<file path="config.mk">
export PLATFORM = sky130hd
export DESIGN_NAME = dcf_top
export DESIGN_NICKNAME = d
export VERILOG_FILES = /design/src/verilog/dcf_pkg.sv /design/src/verilog/dcf_top.sv
export VERILOG_INCLUDE_DIRS = /design/src /design/src/verilog
export SDC_FILE = /design/constraint.sdc
export NUM_CORES = 2
export LEC_CHECK = 0
export CAP_MARGIN = 20
export CORE_MARGIN = 4
export CORE_UTILIZATION = 45
export DETAILED_ROUTE_END_ITERATION = 16
export DONT_BUFFER_PORTS = 1
export PLACE_DENSITY = 0.64
export REMOVE_ABC_BUFFERS = 1
export SLEW_MARGIN = 5
export SYNTH_ARGS = -nofsm -noshare
export SYNTH_HDL_FRONTEND = slang
export SYNTH_SLANG_ARGS = --single-unit
export TNS_END_PERCENT = 1
</file>
<file path="constraint.sdc">
create_clock -name ref_clk -period 20.7 [get_ports ref_clk]
set_input_delay 4.14 -clock ref_clk [delete_from_list [all_inputs] [get_ports ref_clk]]
set_output_delay 4.14 -clock ref_clk [all_outputs]
set_load 0.02 [all_outputs]
</file>
<file path="src/verilog/dcf_cfg.svh">
// dcf_cfg.svh: offsets, field positions, reset values and latency counts of the fifo block
// assumes: included by dcf_pkg and dcf_top, macros are global to the compile
`ifndef DCF_CFG_SVH
`define DCF_CFG_SVH
// ***************************************************
// storage geometry
// ***************************************************
`define DCF_DW 36
`define DCF_AW 6
`define DCF_PW 7
`define DCF_DEPTH 64
`define DCF_FULL_CNT 7'h40
`define DCF_HW 9
`define DCF_TW 6
// ***************************************************
// register byte offsets and fields
// ***************************************************
`define DCF_CTRL_OFF 8'h00
`define DCF_AE_OFF 8'h04
`define DCF_AF_OFF 8'h08
`define DCF_STAT_OFF 8'h0c
`define DCF_MARK_OFF 8'h10
`define DCF_CTRL_MB_BIT 0
`define DCF_CTRL_MARK_BIT 1
`define DCF_STAT_FLG_LSB 0
`define DCF_STAT_BUSY_BIT 4
`define DCF_STAT_CNT_LSB 8
`define DCF_CFG_AF_LSB 16
`define DCF_AE_RST 7'h08
`define DCF_AF_RST 7'h08
// ***************************************************
// latencies in clock cycles
// ***************************************************
`define DCF_LAT_EF_SET 0
`define DCF_LAT_EF_CLR 3
`define DCF_LAT_FF_SET 4
`define DCF_LAT_FF_CLR 8
`define DCF_LAT_AE_SET 7
`define DCF_LAT_AE_CLR 5
`define DCF_LAT_AF_SET 5
`define DCF_LAT_AF_CLR 7
`define DCF_LAT_PRS 32
`define DCF_LAT_MB 2
`define DCF_LAT_RD 4
`define DCF_LAT_RT 17
`endif

</file>
<file path="src/verilog/dcf_pkg.sv">
// dcf_pkg: types shared by the fifo block and its surroundings
// assumes: dcf_cfg.svh is on the include path
package dcf_pkg;
`include "dcf_cfg.svh"
    // ***************************************************
    // control states
    // ***************************************************
    typedef enum logic [1:0] {ST_RUN, ST_PRS, ST_RECOVER, ST_RETX} dcf_state_t;
    // ***************************************************
    // port carriers
    // ***************************************************
    typedef struct packed {
        logic psel;
        logic penable;
        logic pwrite;
        logic [7:0] paddr;
        logic [31:0] pwdata;
    } dcf_apb_req_t;
    typedef struct packed {
        logic [31:0] prdata;
        logic pready;
        logic pslverr;
    } dcf_apb_rsp_t;
    typedef struct packed {
        logic wr_en_n;
        logic [`DCF_DW-1:0] wr_data;
    } dcf_wr_t;
    typedef struct packed {
        logic rd_valid;
        logic [`DCF_DW-1:0] rd_data;
    } dcf_rd_t;
    typedef struct packed {
        logic full_flag;
        logic empty_flag;
        logic almost_full_flag;
        logic almost_empty_flag;
    } dcf_flags_t;
    // ***************************************************
    // whole state of the top module except the storage array
    // ***************************************************
    typedef struct packed {
        dcf_state_t st;
        logic [`DCF_TW-1:0] tmr;
        logic [`DCF_PW-1:0] wptr;
        logic [`DCF_PW-1:0] rptr;
        logic [`DCF_PW-1:0] mark;
        logic [`DCF_HW-1:0] ef_h;
        logic [`DCF_HW-1:0] ae_h;
        logic [`DCF_HW-1:0] af_h;
        logic [`DCF_HW-1:0] ff_h;
        logic ef_n;
        logic ae_n;
        logic af_n;
        logic ff_n;
        logic mb;
        logic [`DCF_PW-1:0] ae_thr;
        logic [`DCF_PW-1:0] af_thr;
        logic [`DCF_LAT_RD-1:0][`DCF_DW-1:0] pipe;
        logic [`DCF_LAT_RD-1:0] pv;
        logic [`DCF_DW-1:0] rd_data;
        logic rd_valid;
        logic [31:0] prdata;
    } dcf_regs_t;
endpackage : dcf_pkg

</file>
<file path="src/verilog/dcf_top.sv">
// dcf_top: fifo with latency-timed active-low flags, mailbox path, config read and retransmit
// assumes: writer and reader run on ref_clk (clock ratio one); an apb master owns the registers
//
// The APB register port and the register addresses were left to the implementer.
`timescale 1ns/1ps
`include "dcf_cfg.svh"
module dcf_top
(
    input wire ref_clk,
    input wire sys_rst,
    input dcf_pkg::dcf_apb_req_t apb_req,
    output dcf_pkg::dcf_apb_rsp_t apb_rsp,
    input dcf_pkg::dcf_wr_t wr_port,
    input wire rd_en_n,
    input wire config_load_n,
    input wire partial_reset_n,
    input wire retransmit_n,
    output dcf_pkg::dcf_rd_t rd_port,
    output dcf_pkg::dcf_flags_t flags
);
    // ***************************************************
    // declarations
    // ***************************************************
    dcf_pkg::dcf_regs_t s_reg;
    dcf_pkg::dcf_regs_t s_next;
    logic [`DCF_DW-1:0] mem [0:`DCF_DEPTH-1];
    logic [`DCF_PW-1:0] fill;
    logic [`DCF_PW-1:0] fill_next;
    logic [`DCF_DW-1:0] head_word;
    logic [`DCF_DW-1:0] cfg_word;
    logic run, wr_take, mb_take, cfg_wr, rd_take, cfg_rd, rt_take, peek;
    logic apb_wr, apb_setup, addr_ok;
    logic c_ef, c_ae, c_af, c_ff;

    // fill level from pointers that carry one wrap bit
    function automatic logic [`DCF_PW-1:0] fill_of(input logic [`DCF_PW-1:0] w, input logic [`DCF_PW-1:0] r);
        return w - r;
    endfunction : fill_of

    // condition history, bit n holds the condition as it stood n edges ago
    function automatic logic [`DCF_HW-1:0] hist_push(input logic [`DCF_HW-1:0] h, input logic c, input logic ld);
        return ld ? {`DCF_HW{c}} : {h[`DCF_HW-2:0], c};
    endfunction : hist_push

    // active-low flag: set and clear each seen through their own delay tap
    function automatic logic flag_n(input logic [`DCF_HW-1:0] h, input int set_lat, input int clr_lat);
        logic hit;
        hit = (set_lat <= clr_lat) ? (h[set_lat] | h[clr_lat]) : (h[set_lat] & h[clr_lat]);
        return !hit;
    endfunction : flag_n

    // ***************************************************
    // request decode
    // ***************************************************
    // partial reset and the recovery or retransmit windows shut the write, read and retransmit ports; the apb port stays open
    assign run = (s_reg.st == dcf_pkg::ST_RUN) && partial_reset_n;
    assign fill = fill_of(s_reg.wptr, s_reg.rptr);
    assign rt_take = run && !retransmit_n;
    assign mb_take = run && !wr_port.wr_en_n && s_reg.mb;
    assign cfg_wr = run && !wr_port.wr_en_n && !s_reg.mb && !config_load_n;
    // a write to a full buffer is dropped silently
    assign wr_take = run && !wr_port.wr_en_n && !s_reg.mb && config_load_n && (fill != `DCF_FULL_CNT);
    // reads pause in mailbox mode so the two paths never collide in the pipe
    assign cfg_rd = run && retransmit_n && !rd_en_n && !config_load_n && !s_reg.mb;
    assign rd_take = run && retransmit_n && !rd_en_n && config_load_n && !s_reg.mb && s_reg.ef_n && (fill != '0);
    // last retransmit cycle fetches the marked word without popping it
    assign peek = (s_reg.st == dcf_pkg::ST_RETX) && (s_reg.tmr == '0) && !s_reg.mb;
    assign head_word = mem[s_reg.rptr[`DCF_AW-1:0]];
    assign apb_wr = apb_req.psel && apb_req.penable && apb_req.pwrite;
    assign apb_setup = apb_req.psel && !apb_req.penable && !apb_req.pwrite;
    assign addr_ok = apb_req.paddr inside {`DCF_CTRL_OFF, `DCF_AE_OFF, `DCF_AF_OFF, `DCF_STAT_OFF, `DCF_MARK_OFF};

    // configuration word as seen on the read port
    always_comb
    begin
        cfg_word = '0;
        cfg_word[`DCF_PW-1:0] = s_reg.ae_thr;
        cfg_word[`DCF_CFG_AF_LSB +: `DCF_PW] = s_reg.af_thr;
    end

    // ***************************************************
    // next state
    // ***************************************************
    always_comb
    begin
        s_next = s_reg;
        // read pipeline shifts every cycle; empty slots carry valid low
        s_next.pipe = {s_reg.pipe[`DCF_LAT_RD-2:0], head_word};
        s_next.pv = {s_reg.pv[`DCF_LAT_RD-2:0], 1'b0};
        s_next.rd_valid = s_reg.pv[`DCF_LAT_RD-1];
        if (s_reg.pv[`DCF_LAT_RD-1])
        begin
            s_next.rd_data = s_reg.pipe[`DCF_LAT_RD-1];
        end
        if (rd_take || peek)
        begin
            s_next.pv[0] = 1'b1;
        end
        if (cfg_rd)
        begin
            s_next.pipe[0] = cfg_word;
            s_next.pv[0] = 1'b1;
        end
        // mailbox enters late in the pipe so it needs fewer stages
        if (mb_take)
        begin
            s_next.pipe[`DCF_LAT_RD-`DCF_LAT_MB] = wr_port.wr_data;
            s_next.pv[`DCF_LAT_RD-`DCF_LAT_MB] = 1'b1;
        end
        // pointer moves
        if (wr_take)
        begin
            s_next.wptr = s_reg.wptr + 7'h01;
        end
        if (rd_take)
        begin
            s_next.rptr = s_reg.rptr + 7'h01;
        end
        // write with config load low sets both boundaries
        if (cfg_wr)
        begin
            s_next.ae_thr = wr_port.wr_data[`DCF_PW-1:0];
            s_next.af_thr = wr_port.wr_data[`DCF_CFG_AF_LSB +: `DCF_PW];
        end
        // register writes
        if (apb_wr)
        begin
            case (apb_req.paddr)
                `DCF_CTRL_OFF:
                begin
                    s_next.mb = apb_req.pwdata[`DCF_CTRL_MB_BIT];
                    if (apb_req.pwdata[`DCF_CTRL_MARK_BIT])
                    begin
                        s_next.mark = s_reg.rptr;
                    end
                end
                `DCF_AE_OFF: s_next.ae_thr = apb_req.pwdata[`DCF_PW-1:0];
                `DCF_AF_OFF: s_next.af_thr = apb_req.pwdata[`DCF_PW-1:0];
                default: s_next.mb = s_reg.mb;
            endcase
        end
        // register reads are captured in the setup phase, so no wait state
        if (apb_setup)
        begin
            s_next.prdata = '0;
            case (apb_req.paddr)
                `DCF_CTRL_OFF: s_next.prdata[`DCF_CTRL_MB_BIT] = s_reg.mb;
                `DCF_AE_OFF: s_next.prdata[`DCF_PW-1:0] = s_reg.ae_thr;
                `DCF_AF_OFF: s_next.prdata[`DCF_PW-1:0] = s_reg.af_thr;
                `DCF_STAT_OFF:
                begin
                    s_next.prdata[`DCF_STAT_FLG_LSB +: 4] = {s_reg.ff_n, s_reg.af_n, s_reg.ae_n, s_reg.ef_n};
                    s_next.prdata[`DCF_STAT_BUSY_BIT] = !run;
                    s_next.prdata[`DCF_STAT_CNT_LSB +: `DCF_PW] = fill;
                end
                `DCF_MARK_OFF: s_next.prdata[`DCF_PW-1:0] = s_reg.mark;
                default: s_next.prdata = '0;
            endcase
        end
        // control sequence
        unique case (s_reg.st)
            dcf_pkg::ST_RUN:
            begin
                if (rt_take)
                begin
                    s_next.rptr = s_reg.mark;
                    s_next.st = dcf_pkg::ST_RETX;
                    s_next.tmr = `DCF_TW'(`DCF_LAT_RT - 2);
                end
            end
            dcf_pkg::ST_RETX:
            begin
                if (s_reg.tmr == '0)
                begin
                    s_next.st = dcf_pkg::ST_RUN;
                end
                else
                begin
                    s_next.tmr = s_reg.tmr - 6'h01;
                end
            end
            dcf_pkg::ST_PRS:
            begin
                if (partial_reset_n)
                begin
                    s_next.st = dcf_pkg::ST_RECOVER;
                    s_next.tmr = `DCF_TW'(`DCF_LAT_PRS - 1);
                end
            end
            dcf_pkg::ST_RECOVER:
            begin
                if (s_reg.tmr == '0)
                begin
                    s_next.st = dcf_pkg::ST_RUN;
                end
                else
                begin
                    s_next.tmr = s_reg.tmr - 6'h01;
                end
            end
        endcase
        // partial reset empties the buffer but keeps the boundaries
        if (!partial_reset_n)
        begin
            s_next.st = dcf_pkg::ST_PRS;
            s_next.wptr = '0;
            s_next.rptr = '0;
            s_next.mark = '0;
        end
        // flag conditions from the new fill level
        fill_next = fill_of(s_next.wptr, s_next.rptr);
        c_ef = (fill_next == '0);
        c_ae = (fill_next <= s_next.ae_thr);
        c_af = (fill_next >= (`DCF_FULL_CNT - s_next.af_thr));
        c_ff = (fill_next == `DCF_FULL_CNT);
        // retransmit and partial reset reload history, so flags settle at once
        s_next.ef_h = hist_push(s_reg.ef_h, c_ef, rt_take || !partial_reset_n);
        s_next.ae_h = hist_push(s_reg.ae_h, c_ae, rt_take || !partial_reset_n);
        s_next.af_h = hist_push(s_reg.af_h, c_af, rt_take || !partial_reset_n);
        s_next.ff_h = hist_push(s_reg.ff_h, c_ff, rt_take || !partial_reset_n);
        // equal clocks assumed: the taps count ref_clk for both sides
        s_next.ef_n = flag_n(s_next.ef_h, `DCF_LAT_EF_SET, `DCF_LAT_EF_CLR);
        s_next.ae_n = flag_n(s_next.ae_h, `DCF_LAT_AE_SET, `DCF_LAT_AE_CLR);
        s_next.af_n = flag_n(s_next.af_h, `DCF_LAT_AF_SET, `DCF_LAT_AF_CLR);
        s_next.ff_n = flag_n(s_next.ff_h, `DCF_LAT_FF_SET, `DCF_LAT_FF_CLR);
    end

    // ***************************************************
    // registers
    // ***************************************************
    // reset leaves an empty buffer: empty and almost-empty asserted
    always_ff @(posedge ref_clk or posedge sys_rst)
    begin
        if (sys_rst)
        begin
            s_reg <= '0;
            s_reg.ef_h <= '1;
            s_reg.ae_h <= '1;
            s_reg.af_n <= 1'b1;
            s_reg.ff_n <= 1'b1;
            s_reg.ae_thr <= `DCF_AE_RST;
            s_reg.af_thr <= `DCF_AF_RST;
        end
        else
        begin
            s_reg <= s_next;
        end
    end

    // storage array has no reset; apart from the retransmit peek, words are only read once written
    always_ff @(posedge ref_clk)
    begin
        if (wr_take)
        begin
            mem[s_reg.wptr[`DCF_AW-1:0]] <= wr_port.wr_data;
        end
    end

    // outputs
    assign flags = '{full_flag: s_reg.ff_n, empty_flag: s_reg.ef_n,
                     almost_full_flag: s_reg.af_n, almost_empty_flag: s_reg.ae_n};
    assign rd_port = '{rd_valid: s_reg.rd_valid, rd_data: s_reg.rd_data};
    assign apb_rsp = '{prdata: s_reg.prdata, pready: 1'b1,
                       pslverr: apb_req.psel && apb_req.penable && !addr_ok};
endmodule : dcf_top

</file>
==> flow_summary.toml <==
[yosys]
synth.ff_latch_count = 2576
yosys_warnings = 0
post_synth_inst_count = 4386
synthesis.area_per_instance_sq_um = 22.56
synth.largest_area_cell = "sky130_fd_sc_hd__edfxtp_1"
synthFlopType = "sky130_fd_sc_hd__edfxtp_1"
synth_area_leaders = "sky130_fd_sc_hd__edfxtp_1 (70%), sky130_fd_sc_hd__mux4_2 (16%), sky130_fd_sc_hd__dfrtp_1 (6.5%)"
netlist-cell-type-count = 74
synth_edf_count = 2304
synth_async_sr_flop_share = 0.1056
netlist.area_leader.share = 0.6994
ys_seq_area_frac = 0.7683
synth_area_sq_um = 98930

[timing]
fin_setup_tns_ps = 0
worst_slew_pin_tran_ps = 1290
clock_skew_ps = 54.28
max_freq_mhz = 107.1
layout_min_cycle_time_ps = 9338
finalHoldViolations = 0
finalMaxSlewViolations = 0
remaining_max_slew_budget_at_the_tightest_pin = 0.1403
number_of_endpoints_failing_setup_at_the_final_stage = 0
rsz_0062_raised_after_global_routing = "no"
final_min_period_over_clock_period = 0.4511

[power]
total_power_mw = 11.35
ir_drop_uv = 80.57
cellLeakagePower_nw = 35.37
power.density_nw_per_um2 = 101.9

[die]
io_pins = 161
die-height_um = 476.9
initial_utilization = 0.4542
dieArea_sq_um = 227400
die_width_um = 476.9
fp.coreArea_sq_um = 217800
placement_rows = 171

[setup_path]
worst_setup_path_end_kind = "output port"
startpoint_kind_of_the_worst_setup_timing_path = "primary input"
crit_arrival_ps = 5200
reg_to_reg_setup_timing_slack_ps = 13140
critPathTopFamily = "simple AND/OR/NAND/NOR gates"
worst_r2r_endpoint = "flags[0]"
cpMaxStageDelayCell = "sky130_fd_sc_hd__or4_1"
timing.critical_path.required_ps = 16560
path_class = "in2out"
path_cells = "or4_1 -> nor2_1 -> a21oi_1"
crit_path_max_incr_delay_ps = 580
worstPathMaxFanout = 4
critical_path.n_buffers_inverters = 0
crit-reg2reg-launch = "s_reg[284]"
ff2ff_path_depth = 25

[status]
status = "finished clean"

[global_routing]
grt.met2_usage = 0.3446
number_of_antenna_violations_at_the_first_check_in_global_routing = 7
grt_max_degree = 144
grt-busiest-layer = "met2"
met3_usage = 0.04303
groute.usage.overall = 0.2200
global_routing_usage_on_met1 = 0.3164
vias_in_the_first_global_route = 47236
grt_pass1_wl_um = 357400
overflow_left_after_global_routing = 0

[clocking]
postCtsResizedCells = 0
tritoncts_num_sinks = 2576
cts.path.max_buffers = 4
cts_hold_buffers = 0
cts_max_level = 5
tritoncts = "yes"
clock_insertion_delay_worst_skew_ps = 900
number_of_cts_inserted_buffers = 277
clk_pin_slew_ps = 60
post-cts-setup-buffers = 0
root_buffer = "sky130_fd_sc_hd__clkbuf_16"

[placed_design]
placement.io_buffers = 0
dp.final_hpwl_um = 130900
placedInstanceArea_sq_um = 102500
finalWeightedCongestion = 0.8055

[hold_path]
hold_path_class = "reg2reg"
worst_hold_endpoint = "s_reg[198]"
worst_hold_path.num_cells = 0
hold_start = "s_next[198]"

[layout]
layout-drive-gt1-share = 0.2974
nFillCells = 16780
area_delta_synth_final_pct = 12.57
final_core_util = 0.5113
footprint_of_the_flip_flops_and_latches_sq_um = 76030
multiInputGateArea_sq_um = 21950
post-route-cell-area_sq_um = 111400
nNetsFinal = 4613
most_frequent_cells_in_the_layout = "sky130_fd_sc_hd__edfxtp_1 (2,304), sky130_fd_sc_hd__mux4_2 (697), sky130_fd_sc_hd__clkbuf_16 (287)"
mostFrequentLayoutCell = "sky130_fd_sc_hd__edfxtp_1"
largest_reg_flops = 2304

[detailed_routing]
drcViolationCount = 0
drt-pass1-iter-count = 6
routedWlPerCell_um = 33.23
antenna_left = 0
drt_iter0_drc = 6256
detailed_route_vias_per_instance = 6.211
dr_total_vias = 46925
postRouteWirelength_um = 251000

[job]
maxCapViolations = 0
==> stage by stage <==
step	hold WS (ps)	worst slack [ps]	instances
final	299.4	11360	7555
after global routing	305.6	11290	7548
after CTS	295.2	11380	7543
after detailed placement	334.7	11200	7066
after global placement	331.7	11210	7066
after floorplan	331.2	-6215	4110
==> cell type report <==
type                       instances  share of cell area
multi-input combinational       1507              0.1971
antenna                            7           0.0001573
clock buffer                     358             0.06886
inverter                          27            0.001067
sequential                      2576              0.6827
clock inverter                   119             0.01016
timing repair buffer             107            0.007954
tap                             2854             0.03206
==> worst max-delay path by stage <==
stage / cells after the start / endpoint / slack, ps / start
after global routing: 3 / apb_rsp[0] / 11290 / apb_req[32]
after floorplan: 19 / flags[0] / -6210 / s_reg[279]
after detailed placement: 14 / s_reg[248] / 11200 / wr_port[36]
after CTS: 3 / apb_rsp[0] / 11380 / apb_req[32]
after global placement: 14 / s_reg[249] / 11210 / wr_port[36]
final: 3 / apb_rsp[0] / 11360 / apb_req[32]
==> synth_stat cells (6+ instances only) <==
master and instances:
sky130_fd_sc_hd__buf_2 35, sky130_fd_sc_hd__buf_1 57, sky130_fd_sc_hd__or2_2 6, sky130_fd_sc_hd__o211a_1 6, sky130_fd_sc_hd__a31oi_1 10, sky130_fd_sc_hd__o21ai_0 46, sky130_fd_sc_hd__nand2b_1 13, sky130_fd_sc_hd__o22ai_1 21
sky130_fd_sc_hd__dfrtp_1 258, sky130_fd_sc_hd__inv_1 23, sky130_fd_sc_hd__nand3_1 23, sky130_fd_sc_hd__nor4_1 8, sky130_fd_sc_hd__xnor2_1 12, sky130_fd_sc_hd__mux4_2 697, sky130_fd_sc_hd__nor2b_1 15, sky130_fd_sc_hd__a21o_1 17
sky130_fd_sc_hd__ha_1 29, sky130_fd_sc_hd__nand2_1 65, sky130_fd_sc_hd__buf_4 75, sky130_fd_sc_hd__mux2_2 85, sky130_fd_sc_hd__and2_1 6, sky130_fd_sc_hd__edfxtp_1 2304, sky130_fd_sc_hd__dfstp_2 14, sky130_fd_sc_hd__o211ai_1 14
sky130_fd_sc_hd__or3_1 9, sky130_fd_sc_hd__nor2_1 120, sky130_fd_sc_hd__xor2_1 6, sky130_fd_sc_hd__a21boi_0 7, sky130_fd_sc_hd__a21oi_1 42, sky130_fd_sc_hd__clkbuf_1 125, sky130_fd_sc_hd__a222oi_1 6, sky130_fd_sc_hd__o221ai_1 37
sky130_fd_sc_hd__o21a_1 7, sky130_fd_sc_hd__mux2i_1 89, sky130_fd_sc_hd__nor3_1 27
==> routing by layer <==
metal,wire length [um],up-vias
met1,100600,25621
met5,0,-
li1,-,18585
met3,22690,448
met2,120300,2271
met4,7406,0
==> power breakdown <==
part / leakage (nW) / internal (mW) / switching, mW
Sequential: 24.0 / 5.80 / 0.133
Clock: 4.32 / 2.86 / 1.96
Combinational: 7.06 / 0.286 / 0.310
Total: 35.4 / 8.94 / 2.41
==> logic make-up (layout without fill, tap and decap cells) <==
logic type / Yosys count / count (layout) / synth area share
muxes: 871 / 871 / 0.1774
other: 2 / 26 / 0.00007591
AOI/OAI and AO/OA: 243 / 243 / 0.01713
adders and majority gates: 31 / 31 / 0.004073
and+or+nand+nor: 325 / 325 / 0.01592
DFF: 2576 / 2576 / 0.7683
buffers and inverters: 320 / 611 / 0.01551
xor gates and xnor gates: 18 / 18 / 0.001594
Note: power is estimated with default switching activity, not from simulation.
